--- config.mk ---
export PLATFORM = sky130hd
export DESIGN_NAME = pes_top
export DESIGN_NICKNAME = d
export VERILOG_FILES = /design/src/pes_pkg.sv /design/src/pes_classify.sv /design/src/pes_counter.sv /design/src/pes_top.sv
export SDC_FILE = /design/constraint.sdc
export NUM_CORES = 1
export LEC_CHECK = 0
export BUFFER_PORTS_ARGS = -buffer_cell sky130_fd_sc_hd__buf_2
export CAP_MARGIN = 10
export CORE_UTILIZATION = 60
export DETAILED_ROUTE_END_ITERATION = 6
export GPL_TIMING_DRIVEN = 0
export PLACE_DENSITY_LB_ADDON = 0.2
export SETUP_SLACK_MARGIN = 0.02
export SYNTH_ARGS = -nofsm -noshare
export SYNTH_HDL_FRONTEND = slang
export SYNTH_SLANG_ARGS = --single-unit
--- constraint.sdc ---
create_clock -name CLK_SYS -period 3.7 [get_ports CLK_SYS]
set_clock_uncertainty 0.1 [all_clocks]
set_input_delay 0.555 -clock CLK_SYS [delete_from_list [all_inputs] [get_ports CLK_SYS]]
set_output_delay 0.555 -clock CLK_SYS [all_outputs]
set_load 0.01 [all_outputs]
--- src/pes_pkg.sv ---
// package for the performance event signalling block
// assumes one core clock; shared by the top and both leaf modules
`default_nettype none
package pes_pkg;
  localparam int SLOTS       = 2;
  localparam int ADDR_W      = 8;
  localparam int DATA_W      = 32;
  localparam int EXPORT_W    = 58;
  localparam int NUM_CNT     = 4;
  // event numbers
  localparam logic [7:0] EV_PC_CHANGE  = 8'h0C;
  localparam logic [7:0] EV_IMM_BRANCH = 8'h0D;
  localparam logic [7:0] EV_RENAME_ALL = 8'h68;
  localparam logic [7:0] EV_VECTOR     = 8'h74;
  localparam logic [7:0] EV_ISB        = 8'h90;
  // export bus bit positions
  localparam int XB_PC_CHANGE  = 13;
  localparam int XB_IMM_BRANCH = 14;
  localparam int XB_RENAME_LO  = 8;
  localparam int XB_VECTOR_LO  = 37;
  // register offsets (byte addresses)
  localparam logic [7:0] OFF_CTRL      = 8'h00;
  localparam logic [7:0] OFF_STATUS    = 8'h04;
  localparam logic [7:0] OFF_MASK      = 8'h08;
  localparam logic [7:0] OFF_CNT_BASE  = 8'h10;
  localparam logic [7:0] OFF_CNT_STEP  = 8'h08;
  localparam logic [7:0] OFF_EVSEL_REL = 8'h00;
  localparam logic [7:0] OFF_COUNT_REL = 8'h04;
  // field positions and reset values
  localparam int CTRL_GLOBAL_EN = 0;
  localparam int EVSEL_EN_BIT   = 8;
  localparam logic [31:0] RST_CTRL  = 32'h0000_0000;
  localparam logic [31:0] RST_MASK  = 32'h0000_0000;
  localparam logic [8:0]  RST_EVSEL = 9'h000;

  typedef enum logic [5:0] {
    IC_PLAIN     = 6'h01,
    IC_BR_IMM_NL = 6'h02,
    IC_ISB       = 6'h04,
    IC_HANDLER   = 6'h08,
    IC_EXT_STATE = 6'h10,
    IC_VECTOR    = 6'h20
  } pes_iclass_t;

  typedef struct packed {
    logic        valid;
    pes_iclass_t cls;
  } pes_slot_t;

  typedef struct packed {
    logic [1:0] rename_all;
    logic [1:0] vector;
    logic [1:0] pc_change;
    logic [1:0] imm_branch;
    logic [1:0] instruction_sync_barrier;
  } pes_evt_t;
endpackage
`default_nettype wire

--- src/pes_classify.sv ---
// per-cycle event classification of the rename-stage slots
// assumes slot contents are held stable by the pipeline while stalled
`default_nettype none
module pes_classify (
  input  wire pes_pkg::pes_slot_t [pes_pkg::SLOTS-1:0] slots,
  input  wire logic                                    stall,
  input  wire logic                                    stall_prev,
  input  wire logic                                    sw_pc_change,
  input  wire logic                                    imm_branch,
  output pes_pkg::pes_evt_t                            evt
);
  function automatic logic hidable(input pes_pkg::pes_iclass_t c);
    hidable = (c == pes_pkg::IC_BR_IMM_NL) || (c == pes_pkg::IC_ISB) ||
              (c == pes_pkg::IC_HANDLER) || (c == pes_pkg::IC_EXT_STATE);
  endfunction

  function automatic logic [1:0] sat_add(input logic [1:0] a,
                                         input logic [1:0] b);
    logic [2:0] s;
    s = {1'b0, a} + {1'b0, b};
    sat_add = s[2] ? 2'h3 : s[1:0];
  endfunction

  always_comb begin
    logic pass;
    pass = 1'b0;
    evt  = '0;
    for (int i = 0; i < pes_pkg::SLOTS; i++) begin
      pass = slots[i].valid & ~stall;
      // slot after a stall cycle may lose hidable classes
      if (pass && !(stall_prev && hidable(slots[i].cls))) begin
        evt.rename_all = sat_add(evt.rename_all, 2'h1);
      end
      // vector count ignores stalls: n stall cycles add n
      if (slots[i].valid && slots[i].cls == pes_pkg::IC_VECTOR) begin
        evt.vector = sat_add(evt.vector, 2'h1);
      end
      if (pass && slots[i].cls == pes_pkg::IC_ISB) begin
        evt.instruction_sync_barrier = sat_add(evt.instruction_sync_barrier, 2'h1);
      end
    end
    // barrier is a branch internally
    evt.pc_change  = sat_add(evt.instruction_sync_barrier, {1'b0, sw_pc_change});
    evt.imm_branch = sat_add(evt.instruction_sync_barrier, {1'b0, imm_branch});
  end
endmodule
`default_nettype wire

--- src/pes_counter.sv ---
// one programmable event counter with its event selector
// assumes writes come from the register port of the top
`default_nettype none
module pes_counter #(
  parameter int W = 32
) (
  input  wire logic              clk,
  input  wire logic              resetn,
  input  wire logic              global_en,
  input  wire pes_pkg::pes_evt_t evt,
  input  wire logic              wr_evsel,
  input  wire logic              wr_count,
  input  wire logic [W-1:0]      wdata,
  output logic [8:0]             evsel,
  output logic [W-1:0]           count,
  output logic                   ovf
);
  function automatic logic [1:0] pick(input logic [7:0] n,
                                      input pes_pkg::pes_evt_t e);
    if (n == pes_pkg::EV_PC_CHANGE) begin
      pick = e.pc_change;
    end else if (n == pes_pkg::EV_IMM_BRANCH) begin
      pick = e.imm_branch;
    end else if (n == pes_pkg::EV_RENAME_ALL) begin
      pick = e.rename_all;
    end else if (n == pes_pkg::EV_VECTOR) begin
      pick = e.vector;
    end else if (n == pes_pkg::EV_ISB) begin
      pick = e.instruction_sync_barrier;
    end else begin
      pick = 2'h0;
    end
  endfunction

  logic         active;
  logic [1:0]   inc;
  logic [W:0]   next_sum;

  assign active   = global_en & evsel[pes_pkg::EVSEL_EN_BIT];
  assign inc      = pick(evsel[7:0], evt);
  assign next_sum = {1'b0, count} + {{(W-1){1'b0}}, inc};

  always_ff @(posedge clk or negedge resetn) begin
    if (!resetn) begin
      evsel <= pes_pkg::RST_EVSEL;
    end else if (wr_evsel) begin
      evsel <= wdata[8:0];
    end
  end

  always_ff @(posedge clk or negedge resetn) begin
    if (!resetn) begin
      count <= '0;
      ovf   <= 1'b0;
    end else begin
      ovf <= 1'b0;
      if (wr_count) begin
        count <= wdata;
      end else if (active) begin
        count <= next_sum[W-1:0];
        ovf   <= next_sum[W];
      end
    end
  end
endmodule
`default_nettype wire

--- src/pes_top.sv ---
// performance event signalling: classification, counters, export bus
// assumes rename slot inputs are synchronous to CLK_SYS and held
// stable by the pipeline during a stall; register port never waits
//
// The address map and the plain strobed port were left to the implementer.
`default_nettype none
// Functional notes
// - an executed barrier raises both pc-change and immediate branch events
// - export bit 13 is pc-change, bit 14 immediate branch, barrier included
// - separate barrier event lets software subtract barriers from branch totals
// - vector rename count ignores stalls; n held cycles add n
// - export bits 38..37 mirror the vector rename event per cycle
// - renamed instructions counted and exported on bits 9..8, except hidable ones in the cycle after a stall
// - after a stall cycle hidable branch-type instructions may be omitted
// - counting only when globally enabled and a counter selects the event
module pes_top #(
  parameter int NUM_CNT  = pes_pkg::NUM_CNT,
  parameter int EXPORT_W = pes_pkg::EXPORT_W
) (
  input  wire logic                                    CLK_SYS,
  input  wire logic                                    RESETN,
  input  wire pes_pkg::pes_slot_t [pes_pkg::SLOTS-1:0] REN_SLOT,
  input  wire logic                                    REN_STALL,
  input  wire logic                                    BR_SW_PC_CHANGE,
  input  wire logic                                    BR_IMM,
  input  wire logic [pes_pkg::ADDR_W-1:0]              REG_ADDR,
  input  wire logic [pes_pkg::DATA_W-1:0]              REG_WDATA,
  input  wire logic                                    REG_WR,
  input  wire logic                                    REG_RD,
  output logic [pes_pkg::DATA_W-1:0]                   REG_RDATA,
  output logic [EXPORT_W-1:0]                          PERF_EVENT_EXPORT_BUS,
  output logic                                         IRQ
);
  localparam int DW = pes_pkg::DATA_W;
  // export bits that carry an event; the rest must stay low
  localparam logic [EXPORT_W-1:0] XB_USED =
    (EXPORT_W'(1'h1) << pes_pkg::XB_PC_CHANGE) |
    (EXPORT_W'(1'h1) << pes_pkg::XB_IMM_BRANCH) |
    (EXPORT_W'(2'h3) << pes_pkg::XB_RENAME_LO) |
    (EXPORT_W'(2'h3) << pes_pkg::XB_VECTOR_LO);

  pes_pkg::pes_evt_t       evt;
  logic                    stall_prev;
  logic                    ctrl_global_en;
  logic [NUM_CNT-1:0]      status;
  logic [NUM_CNT-1:0]      mask;
  logic [NUM_CNT-1:0]      ovf;
  logic [NUM_CNT-1:0]      wr_evsel;
  logic [NUM_CNT-1:0]      wr_count;
  logic [8:0]              evsel [NUM_CNT];
  logic [DW-1:0]           count [NUM_CNT];
  logic [EXPORT_W-1:0]     next_export;
  logic [DW-1:0]           next_rdata;
  logic [NUM_CNT-1:0]      next_status;
  logic                    rd_status;
  logic [NUM_CNT-1:0]      next_mask;

  // counter register decode, shared by write and read paths
  function automatic logic cnt_hit(input logic [7:0] a, input int i,
                                   input logic [7:0] rel);
    logic [7:0] base;
    base = pes_pkg::OFF_CNT_BASE + 8'(i) * pes_pkg::OFF_CNT_STEP;
    cnt_hit = (a == base + rel);
  endfunction

  pes_classify u_classify (
    .slots        (REN_SLOT),
    .stall        (REN_STALL),
    .stall_prev   (stall_prev),
    .sw_pc_change (BR_SW_PC_CHANGE),
    .imm_branch   (BR_IMM),
    .evt          (evt)
  );

  // stall of the previous cycle decides hiding in this one
  always_ff @(posedge CLK_SYS or negedge RESETN) begin
    if (!RESETN) begin
      stall_prev <= 1'b0;
    end else begin
      stall_prev <= REN_STALL;
    end
  end

  genvar g;
  generate
    for (g = 0; g < NUM_CNT; g++) begin : g_cnt
      assign wr_evsel[g] = REG_WR &
        cnt_hit(REG_ADDR, g, pes_pkg::OFF_EVSEL_REL);
      assign wr_count[g] = REG_WR &
        cnt_hit(REG_ADDR, g, pes_pkg::OFF_COUNT_REL);

      pes_counter #(
        .W (DW)
      ) u_cnt (
        .clk       (CLK_SYS),
        .resetn    (RESETN),
        .global_en (ctrl_global_en),
        .evt       (evt),
        .wr_evsel  (wr_evsel[g]),
        .wr_count  (wr_count[g]),
        .wdata     (REG_WDATA),
        .evsel     (evsel[g]),
        .count     (count[g]),
        .ovf       (ovf[g])
      );
    end
  endgenerate

  // export bus: one registered sample of this cycle's events
  always_comb begin
    next_export = '0;
    next_export[pes_pkg::XB_PC_CHANGE]  = |evt.pc_change;
    next_export[pes_pkg::XB_IMM_BRANCH] = |evt.imm_branch;
    // binary occurrence count per cycle
    next_export[pes_pkg::XB_RENAME_LO +: 2] = evt.rename_all;
    next_export[pes_pkg::XB_VECTOR_LO +: 2] = evt.vector;
  end

  always_ff @(posedge CLK_SYS or negedge RESETN) begin
    if (!RESETN) begin
      PERF_EVENT_EXPORT_BUS <= '0;
    end else begin
      PERF_EVENT_EXPORT_BUS <= next_export;
    end
  end

  // control register: global enable
  always_ff @(posedge CLK_SYS or negedge RESETN) begin
    if (!RESETN) begin
      ctrl_global_en <= pes_pkg::RST_CTRL[pes_pkg::CTRL_GLOBAL_EN];
    end else if (REG_WR && REG_ADDR == pes_pkg::OFF_CTRL) begin
      ctrl_global_en <= REG_WDATA[pes_pkg::CTRL_GLOBAL_EN];
    end
  end

  // irq reads next_mask, so it never lags a mask write by a cycle
  always_comb begin
    next_mask = mask;
    if (REG_WR && REG_ADDR == pes_pkg::OFF_MASK) begin
      next_mask = REG_WDATA[NUM_CNT-1:0];
    end
  end

  always_ff @(posedge CLK_SYS or negedge RESETN) begin
    if (!RESETN) begin
      mask <= pes_pkg::RST_MASK[NUM_CNT-1:0];
    end else begin
      mask <= next_mask;
    end
  end

  // sticky overflow flags; a new overflow beats the read-clear
  assign rd_status = REG_RD && REG_ADDR == pes_pkg::OFF_STATUS;

  always_comb begin
    next_status = rd_status ? ovf : (status | ovf);
  end

  always_ff @(posedge CLK_SYS or negedge RESETN) begin
    if (!RESETN) begin
      status <= '0;
    end else begin
      status <= next_status;
    end
  end

  // level irq, registered alongside status and mask
  always_ff @(posedge CLK_SYS or negedge RESETN) begin
    if (!RESETN) begin
      IRQ <= 1'b0;
    end else begin
      IRQ <= |(next_status & next_mask);
    end
  end

  // read data valid in the cycle after the strobe only
  always_comb begin
    next_rdata = '0;
    if (REG_ADDR == pes_pkg::OFF_CTRL) begin
      next_rdata[pes_pkg::CTRL_GLOBAL_EN] = ctrl_global_en;
    end else if (REG_ADDR == pes_pkg::OFF_STATUS) begin
      next_rdata[NUM_CNT-1:0] = status;
    end else if (REG_ADDR == pes_pkg::OFF_MASK) begin
      next_rdata[NUM_CNT-1:0] = mask;
    end else begin
      for (int i = 0; i < NUM_CNT; i++) begin
        if (cnt_hit(REG_ADDR, i, pes_pkg::OFF_EVSEL_REL)) begin
          next_rdata[8:0] = evsel[i];
        end else if (cnt_hit(REG_ADDR, i, pes_pkg::OFF_COUNT_REL)) begin
          next_rdata = count[i];
        end
      end
    end
  end

  always_ff @(posedge CLK_SYS or negedge RESETN) begin
    if (!RESETN) begin
      REG_RDATA <= '0;
    end else if (REG_RD) begin
      REG_RDATA <= next_rdata;
    end else begin
      REG_RDATA <= '0;
    end
  end
endmodule
`default_nettype wire

==> Yosys cells after proc, flatten, opt, wreduce, memory -nomap -nowiden <==
Cells that the tools add are included.
{ "op_classes": {"bitwise_logic": 17, "n_eq_ne": 40, "add_sub_neg": 9, "reduce_logical": 27, "muxes": 89} }
{ "op_table": {"columns": ["cell", "count"], "rows": [
  ["32-bit two-way mux", 25],
  ["23-bit two-way mux", 13],
  ["32-bit by 2-bit adder with 33-bit output", 4],
  ["8-bit by 4-bit equality test with 1-bit output (second input constant)", 9],
  ["8-bit by 7-bit equality test with 1-bit output (second input constant)", 8],
  ["2-bit two-way mux", 28],
  ["28-bit two-way mux", 2],
  ["9-bit two-way mux", 4],
  ["8-bit by 5-bit equality test with 1-bit output (second input constant)", 4],
  ["8-bit by 6-bit equality test with 1-bit output (second input constant)", 4],
  ["8-bit equality test (second input constant)", 4],
  ["31-bit two-way mux", 1],
  ["4-bit two-way mux", 4],
  ["1-bit AND", 14],
  ["6-bit by 2-bit equality test with 1-bit output (second input constant)", 2],
  ["6-bit by 3-bit equality test with 1-bit output (second input constant)", 2],
  ["6-bit by 4-bit equality test with 1-bit output (second input constant)", 2],
  ["6-bit by 5-bit equality test with 1-bit output (second input constant)", 2],
  ["6-bit equality test (second input constant)", 2],
  ["1-bit two-way mux", 12],
  ["1-bit logical AND", 11],
  ["8-bit by 3-bit equality test with 1-bit output (second input constant)", 1],
  ["8-bit zero test", 1],
  ["2-bit nonzero test", 4],
  ["9 further kinds", 19]
]} }
{ "totals": {"inputBits": 61, "reg_bits": 217, "output_inout_bits": 91, "wordCells": 201} }

==> Longest topological paths before layout <==
{ "logic_depth": {"depth_word": 34, "mapped_depth": 16, "mapped_depth_nobuf": 14} }

==> Cells and area by module <==
Synthesis repeated with hierarchy kept, for this count alone.
{ "hier_totals": {"cells_unflattened": 1442, "area_unflattened_um2": 13325.3} }
{ "modules_own_cells": {"columns": ["module", "cells_each", "area_per_inst_um2", "seq_area_each_um2", "instances"], "rows": [
  ["pes_counter", 260, 2433.6, 1051.0, 4],
  ["pes_top", 365, 3311.9, 1226.2, 1],
  ["pes_classify", 37, 279.0, 0.0, 1]
]} }

==> Worst setup path before layout <==
Ideal clock, no wire load.
{ "synth_timing": {"path_type": "input to register", "from": "input port REN_SLOT[8] (netlist name)", "to": "register g_cnt[0].u_cnt.count[30]", "cell_stages": 13, "required_ns": 3.518, "n_path_buf": 1, "t_arrival_ns": 4.159, "slack_ns": -0.641, "setup_time_ns": 0.082, "path_cell_list": "or4_1 -> nor4b_1 -> inv_1 -> fa_1 -> a21oi_1 -> a2bb2oi_1 -> ha_1 -> fa_1 -> nand3_1 -> or4_4 -> buf_6 -> or4_1 -> a31oi_1"} }
{ "synth_between": {"elab_chain_cells": 14, "elab_cells_between_ends": 28, "classes_between": "3 x add/sub; 5 x eq/ne; 12 x mux; 8 x reduce/logical"} }
{ "synth_lines": {"columns": ["element", "line_no", "text"], "rows": [
  ["from (decl)", "pes_top.sv:22", "input wire pes_pkg::pes_slot_t [pes_pkg::SLOTS-1:0] REN_SLOT,"],
  ["6-bit by 2-bit equality test with 1-bit output / 6-bit by 3-bit equality test with 1-bit output (equally long branches)", "pes_classify.sv:13, pes_classify.sv:38", null],
  ["1-bit logical OR (2 in a row)", "pes_classify.sv:13", "hidable = (c == pes_pkg::IC_BR_IMM_NL) || (c == pes_pkg::IC_ISB) ||"],
  ["1-bit logical OR", "pes_classify.sv:14", "(c == pes_pkg::IC_HANDLER) || (c == pes_pkg::IC_EXT_STATE);"],
  ["1-bit logical AND", "pes_classify.sv:31", "if (pass && !(stall_prev && hidable(slots[i].cls))) begin"],
  ["1-bit zero test", "pes_classify.sv:31", null],
  ["1-bit logical AND", "pes_classify.sv:31", null],
  ["2-bit two-way mux", "pes_classify.sv:31", null],
  ["2-bit two-way mux", "pes_counter.sv:24", "end else if (n == pes_pkg::EV_RENAME_ALL) begin"],
  ["2-bit two-way mux", "pes_counter.sv:22", "end else if (n == pes_pkg::EV_IMM_BRANCH) begin"],
  ["2-bit two-way mux *", "pes_counter.sv:20", "if (n == pes_pkg::EV_PC_CHANGE) begin"],
  ["32-bit by 2-bit adder with 33-bit output *", "pes_counter.sv:41", "assign next_sum = {1'b0, count} + {{(W-1){1'b0}}, inc};"],
  ["32-bit two-way mux *", "pes_counter.sv:59", "end else if (active) begin"],
  ["32-bit two-way mux *", "pes_counter.sv:57", "if (wr_count) begin"],
  ["to (signal assigned)", "pes_counter.sv:58", "count <= wdata;"],
  ["to (signal assigned)", "pes_counter.sv:60", "count <= next_sum[W-1:0];"],
  ["to (decl)", "pes_counter.sv:15", "output logic [W-1:0] count,"]
]} }
Every way passes the cells marked *; elsewhere a longest branch is shown, timed or not. The select of a mux whose other input is x is not followed.
A chain may end at the register's enable or synchronous reset.

==> Final worst setup path <==
{ "layout_timing": {"from": "input port REN_SLOT[8] (netlist name)", "to": "register g_cnt[0].u_cnt.count[20]"} }
Same word-level chain as after synthesis.

==> results.json <==
{
  "status": "finished with violations",
  "violations": "design-rule violations, negative setup slack",
  "power.density_nw_per_um2": 358,
  "path_max_fanout": 5,
  "finalCriticalPeriod_ns": 4.10,
  "synth_area_per_cell_sq_um": 9.06,
  "numCtsBuffers": 25,
  "syn-cell-area_sq_um": 13300,
  "required_ns": 4.05,
  "p_leak_nw": 6.96,
  "ys_types": 75,
  "cp-start-kind": "primary input",
  "wl_per_cell_um": 23.9,
  "r2r-end": "g_cnt[0].u_cnt.count[20]$_DFFE_PN0P_",
  "clock.fmax_mhz": 244,
  "fin_util_pct": 76.7,
  "rrSetupSlack_ns": 0.09,
  "hold_viol": 0,
  "min_period_over_period_pct": 111,
  "grt-ovfl-total": 0,
  "hold_path.class": "in2async",
  "pin_count": 152,
  "first_pass_iters": 7,
  "register_area_sq_um": 5430,
  "synth.area.top_cells": "dfrtp_1 (41%), a31oi_1 (5.0%), nor2_1 (4.5%)",
  "tightest_slew_ns": 1.15,
  "synth_commonest_cells": "dfrtp_1 (217), nor2_1 (161), nand2_1 (113), a31oi_1 (106), clkbuf_1 (70)",
  "relSlewSlack_pct": 22.1,
  "synth-seq-area-share_pct": 40.8,
  "synth.top_cell.area_share_pct": 40.8,
  "num_vias": 13584,
  "yosysWarningCount": 0,
  "drt-total-wl_um": 47400,
  "antenna_found_initial": 0,
  "grt_pass1_vias": 11991,
  "r2r_cells": 12,
  "maxCapViolCount": 0,
  "ant_nets": 0,
  "setup_viol": 88,
  "ys_ff_latch": 217,
  "die_h_um": 151,
  "grt.total_usage_pct": 40.1,
  "rsz0062_at_grt": "true",
  "r2r-start": "stall_prev$_DFF_PN0_",
  "start_util_pct": 61.2,
  "crit_type": "in2reg",
  "drive_gt1_share_pct": 26.2,
  "area_growth_pct": 25.4,
  "drv_slew": 0,
  "cts_num_sinks": 217,
  "irDropWorstVdd_mv": 0.341,
  "grt_pass1_wl_um": 68800,
  "synth_most_common_cell": "dfrtp_1",
  "synth_cells": 1469,
  "worst_slack_ns": -0.403,
  "synth_top_cell_by_area": "dfrtp_1",
  "grt_max_degree": 119,
  "yosys_most_used_dff": "dfrtp_1",
  "nFillCells": 1523,
  "worstSetupEndpointType": "flip-flop",
  "cts.hold.buffers_added": 0,
  "multi_input_area_sq_um": 7990,
  "io_buffers": 93,
  "h-tree-depth": 1,
  "synth-edff-count": 0,
  "clkTransAtPathRegs_ns": 0.06,
  "core_area_sq_um": 21800,
  "drc": 43,
  "fp.dieArea_sq_um": 22800,
  "dp_hpwl_um": 32500,
  "clock_latency_ns": 0.54,
  "arrival_ns": 4.45,
  "avgViaCountPerCell": 6.86,
  "setup_tns_ns": -18.68,
  "async_flop_share_pct": 100,
  "antenna_cells": 0,
  "tritoncts": "yes",
  "first_iter_violations": 1784,
  "rows": 54,
  "fp.dieW_um": 151,
  "clockRootBuffer": "clkbuf_16",
  "place_congestion": 1.01,
  "cts_buffer_depth": 3,
  "nets": 1760
}
-- worst max-delay path by stage --
stage | to | startpoint | slack, ns
after floorplan | g_cnt[0].u_cnt.count[30]$_DFFE_PN0P_ | REN_SLOT[8] | -0.44
after global placement | g_cnt[1].u_cnt.count[20]$_DFFE_PN0P_ | RESETN | -1.69
after detailed placement | g_cnt[3].u_cnt.count[22]$_DFFE_PN0P_ | REN_SLOT[8] | -1.07
after CTS | g_cnt[2].u_cnt.count[24]$_DFFE_PN0P_ | REN_SLOT[8] | -0.36
after global routing | g_cnt[1].u_cnt.count[18]$_DFFE_PN0P_ | REN_SLOT[8] | -0.46
final | g_cnt[0].u_cnt.count[20]$_DFFE_PN0P_ | REN_SLOT[8] | -0.40
-- per-stage QoR --
step / instance area [sq um] / setup WS (ns) / hold slack (ns) / instances / power (W)
6_report: 16700 / -0.403 / 0.0215 / 1980 / 0.00597
5_1_grt: 16700 / -0.456 / 0.0802 / 1980 / 0.00612
4_1_cts: 16100 / -0.363 / 0.0618 / 1972 / 0.00589
3_5_place_dp: 14600 / -1.07 / 0.452 / 1894 / 0.00333
3_3_place_gp: 14600 / -1.69 / 0.439 / 1893 / 0.00330
2_1_floorplan: 13800 / -0.438 / 0.159 / 1520 / 0.00305
-- registers in the layout, indices dropped and copies added (netlist names) --
signal and flops:
IRQ 1, g_cnt.u_cnt.ovf 4, ctrl_global_en 1, g_cnt.u_cnt.count 128, mask 4, REG_RDATA 32
PERF_EVENT_EXPORT_BUS 6, g_cnt.u_cnt.evsel 36, stall_prev 1, status 4
-- area by class of cell --
| class | count | share of cell area (%) |
|---|---|---|
| clock inverter | 13 | 0.945 |
| sequential | 217 | 32.6 |
| clock buffer | 32 | 4.15 |
| buffer | 143 | 5.78 |
| timing repair buffer | 135 | 5.84 |
| tap | 280 | 2.10 |
| inverter | 33 | 0.743 |
| multi-input combinational | 1127 | 47.9 |
-- layout by cell type (no fill, tap or decap), types with 8 or more instances in the layout --
cell,n
or3_4,10
xor2_1,11
o31ai_1,31
mux2i_1,14
nor3_1,23
a211oi_1,8
o22ai_1,12
xnor2_1,25
inv_1,32
nand3_1,41
o21ai_0,23
and4_1,14
nor2_1,160
clkbuf_1,62
buf_8,12
clkbuf_16,29
nand2_1,113
or4_1,36
or4_4,28
or3_1,28
conb_1,52
buf_2,96
dfrtp_1,217
o31ai_2,19
a32o_1,8
a21boi_0,10
a21o_1,8
a31oi_1,97
nand4_1,33
buf_4,71
buf_6,22
a22oi_1,22
mux2_2,41
nor3b_1,8
o21ai_1,11
and3_1,13
a21oi_1,49
nor4_1,16
-- kinds of logic (layout without fill, tap and decap cells) --
kind of cell / count (synthesis) / after routing / synth area share, %
compound gates: 378 / 378 / 19.1
simple gates: 585 / 585 / 23.9
flops: 217 / 217 / 40.8
xor+xnor: 38 / 38 / 2.50
mux: 57 / 57 / 4.89
buf+inv: 176 / 356 / 6.86
other cells: 1 / 52 / 0.0282
fa+ha+maj: 17 / 17 / 1.94
-- routing by layer --
| metal | routed length, um | track usage (%) | up-vias |
|---|---|---|---|
| met4 | 1740 | 12.7 | 0 |
| met3 | 6510 | 9.16 | 164 |
| met2 | 20600 | 58.8 | 937 |
| met1 | 18500 | 58.4 | 6581 |
| li1 | - | - | 5902 |
| met5 | 0 | 0 | - |
-- repair_timing --
action,CTS,global route
buffers inserted,28,10
setup endpoints to repair,87,98
gates cloned,5,3
resized for setup,69,107
pin swaps,47,85
-- critical path, stage by stage --
cell and delay (ns):
buf_6 0.10, or4_4 0.55, nor4b_4 0.33, inv_2 0.09, fa_2 0.53, a21oi_2 0.17
a2bb2oi_2 0.18, ha_2 0.22, fa_2 0.21, nand3_2 0.08, or4_4 0.55, buf_12 0.16
or4_4 0.50, a31oi_1 0.21
-- report_power, final --
part           total, W  switching (W)  internal (W)
combinational  0.000626       0.000360      0.000266
clock           0.00260        0.00106       0.00154
sequential      0.00275       0.000236       0.00251
total           0.00597        0.00166       0.00432
No activity file was read; power rests on OpenSTA's default activity.
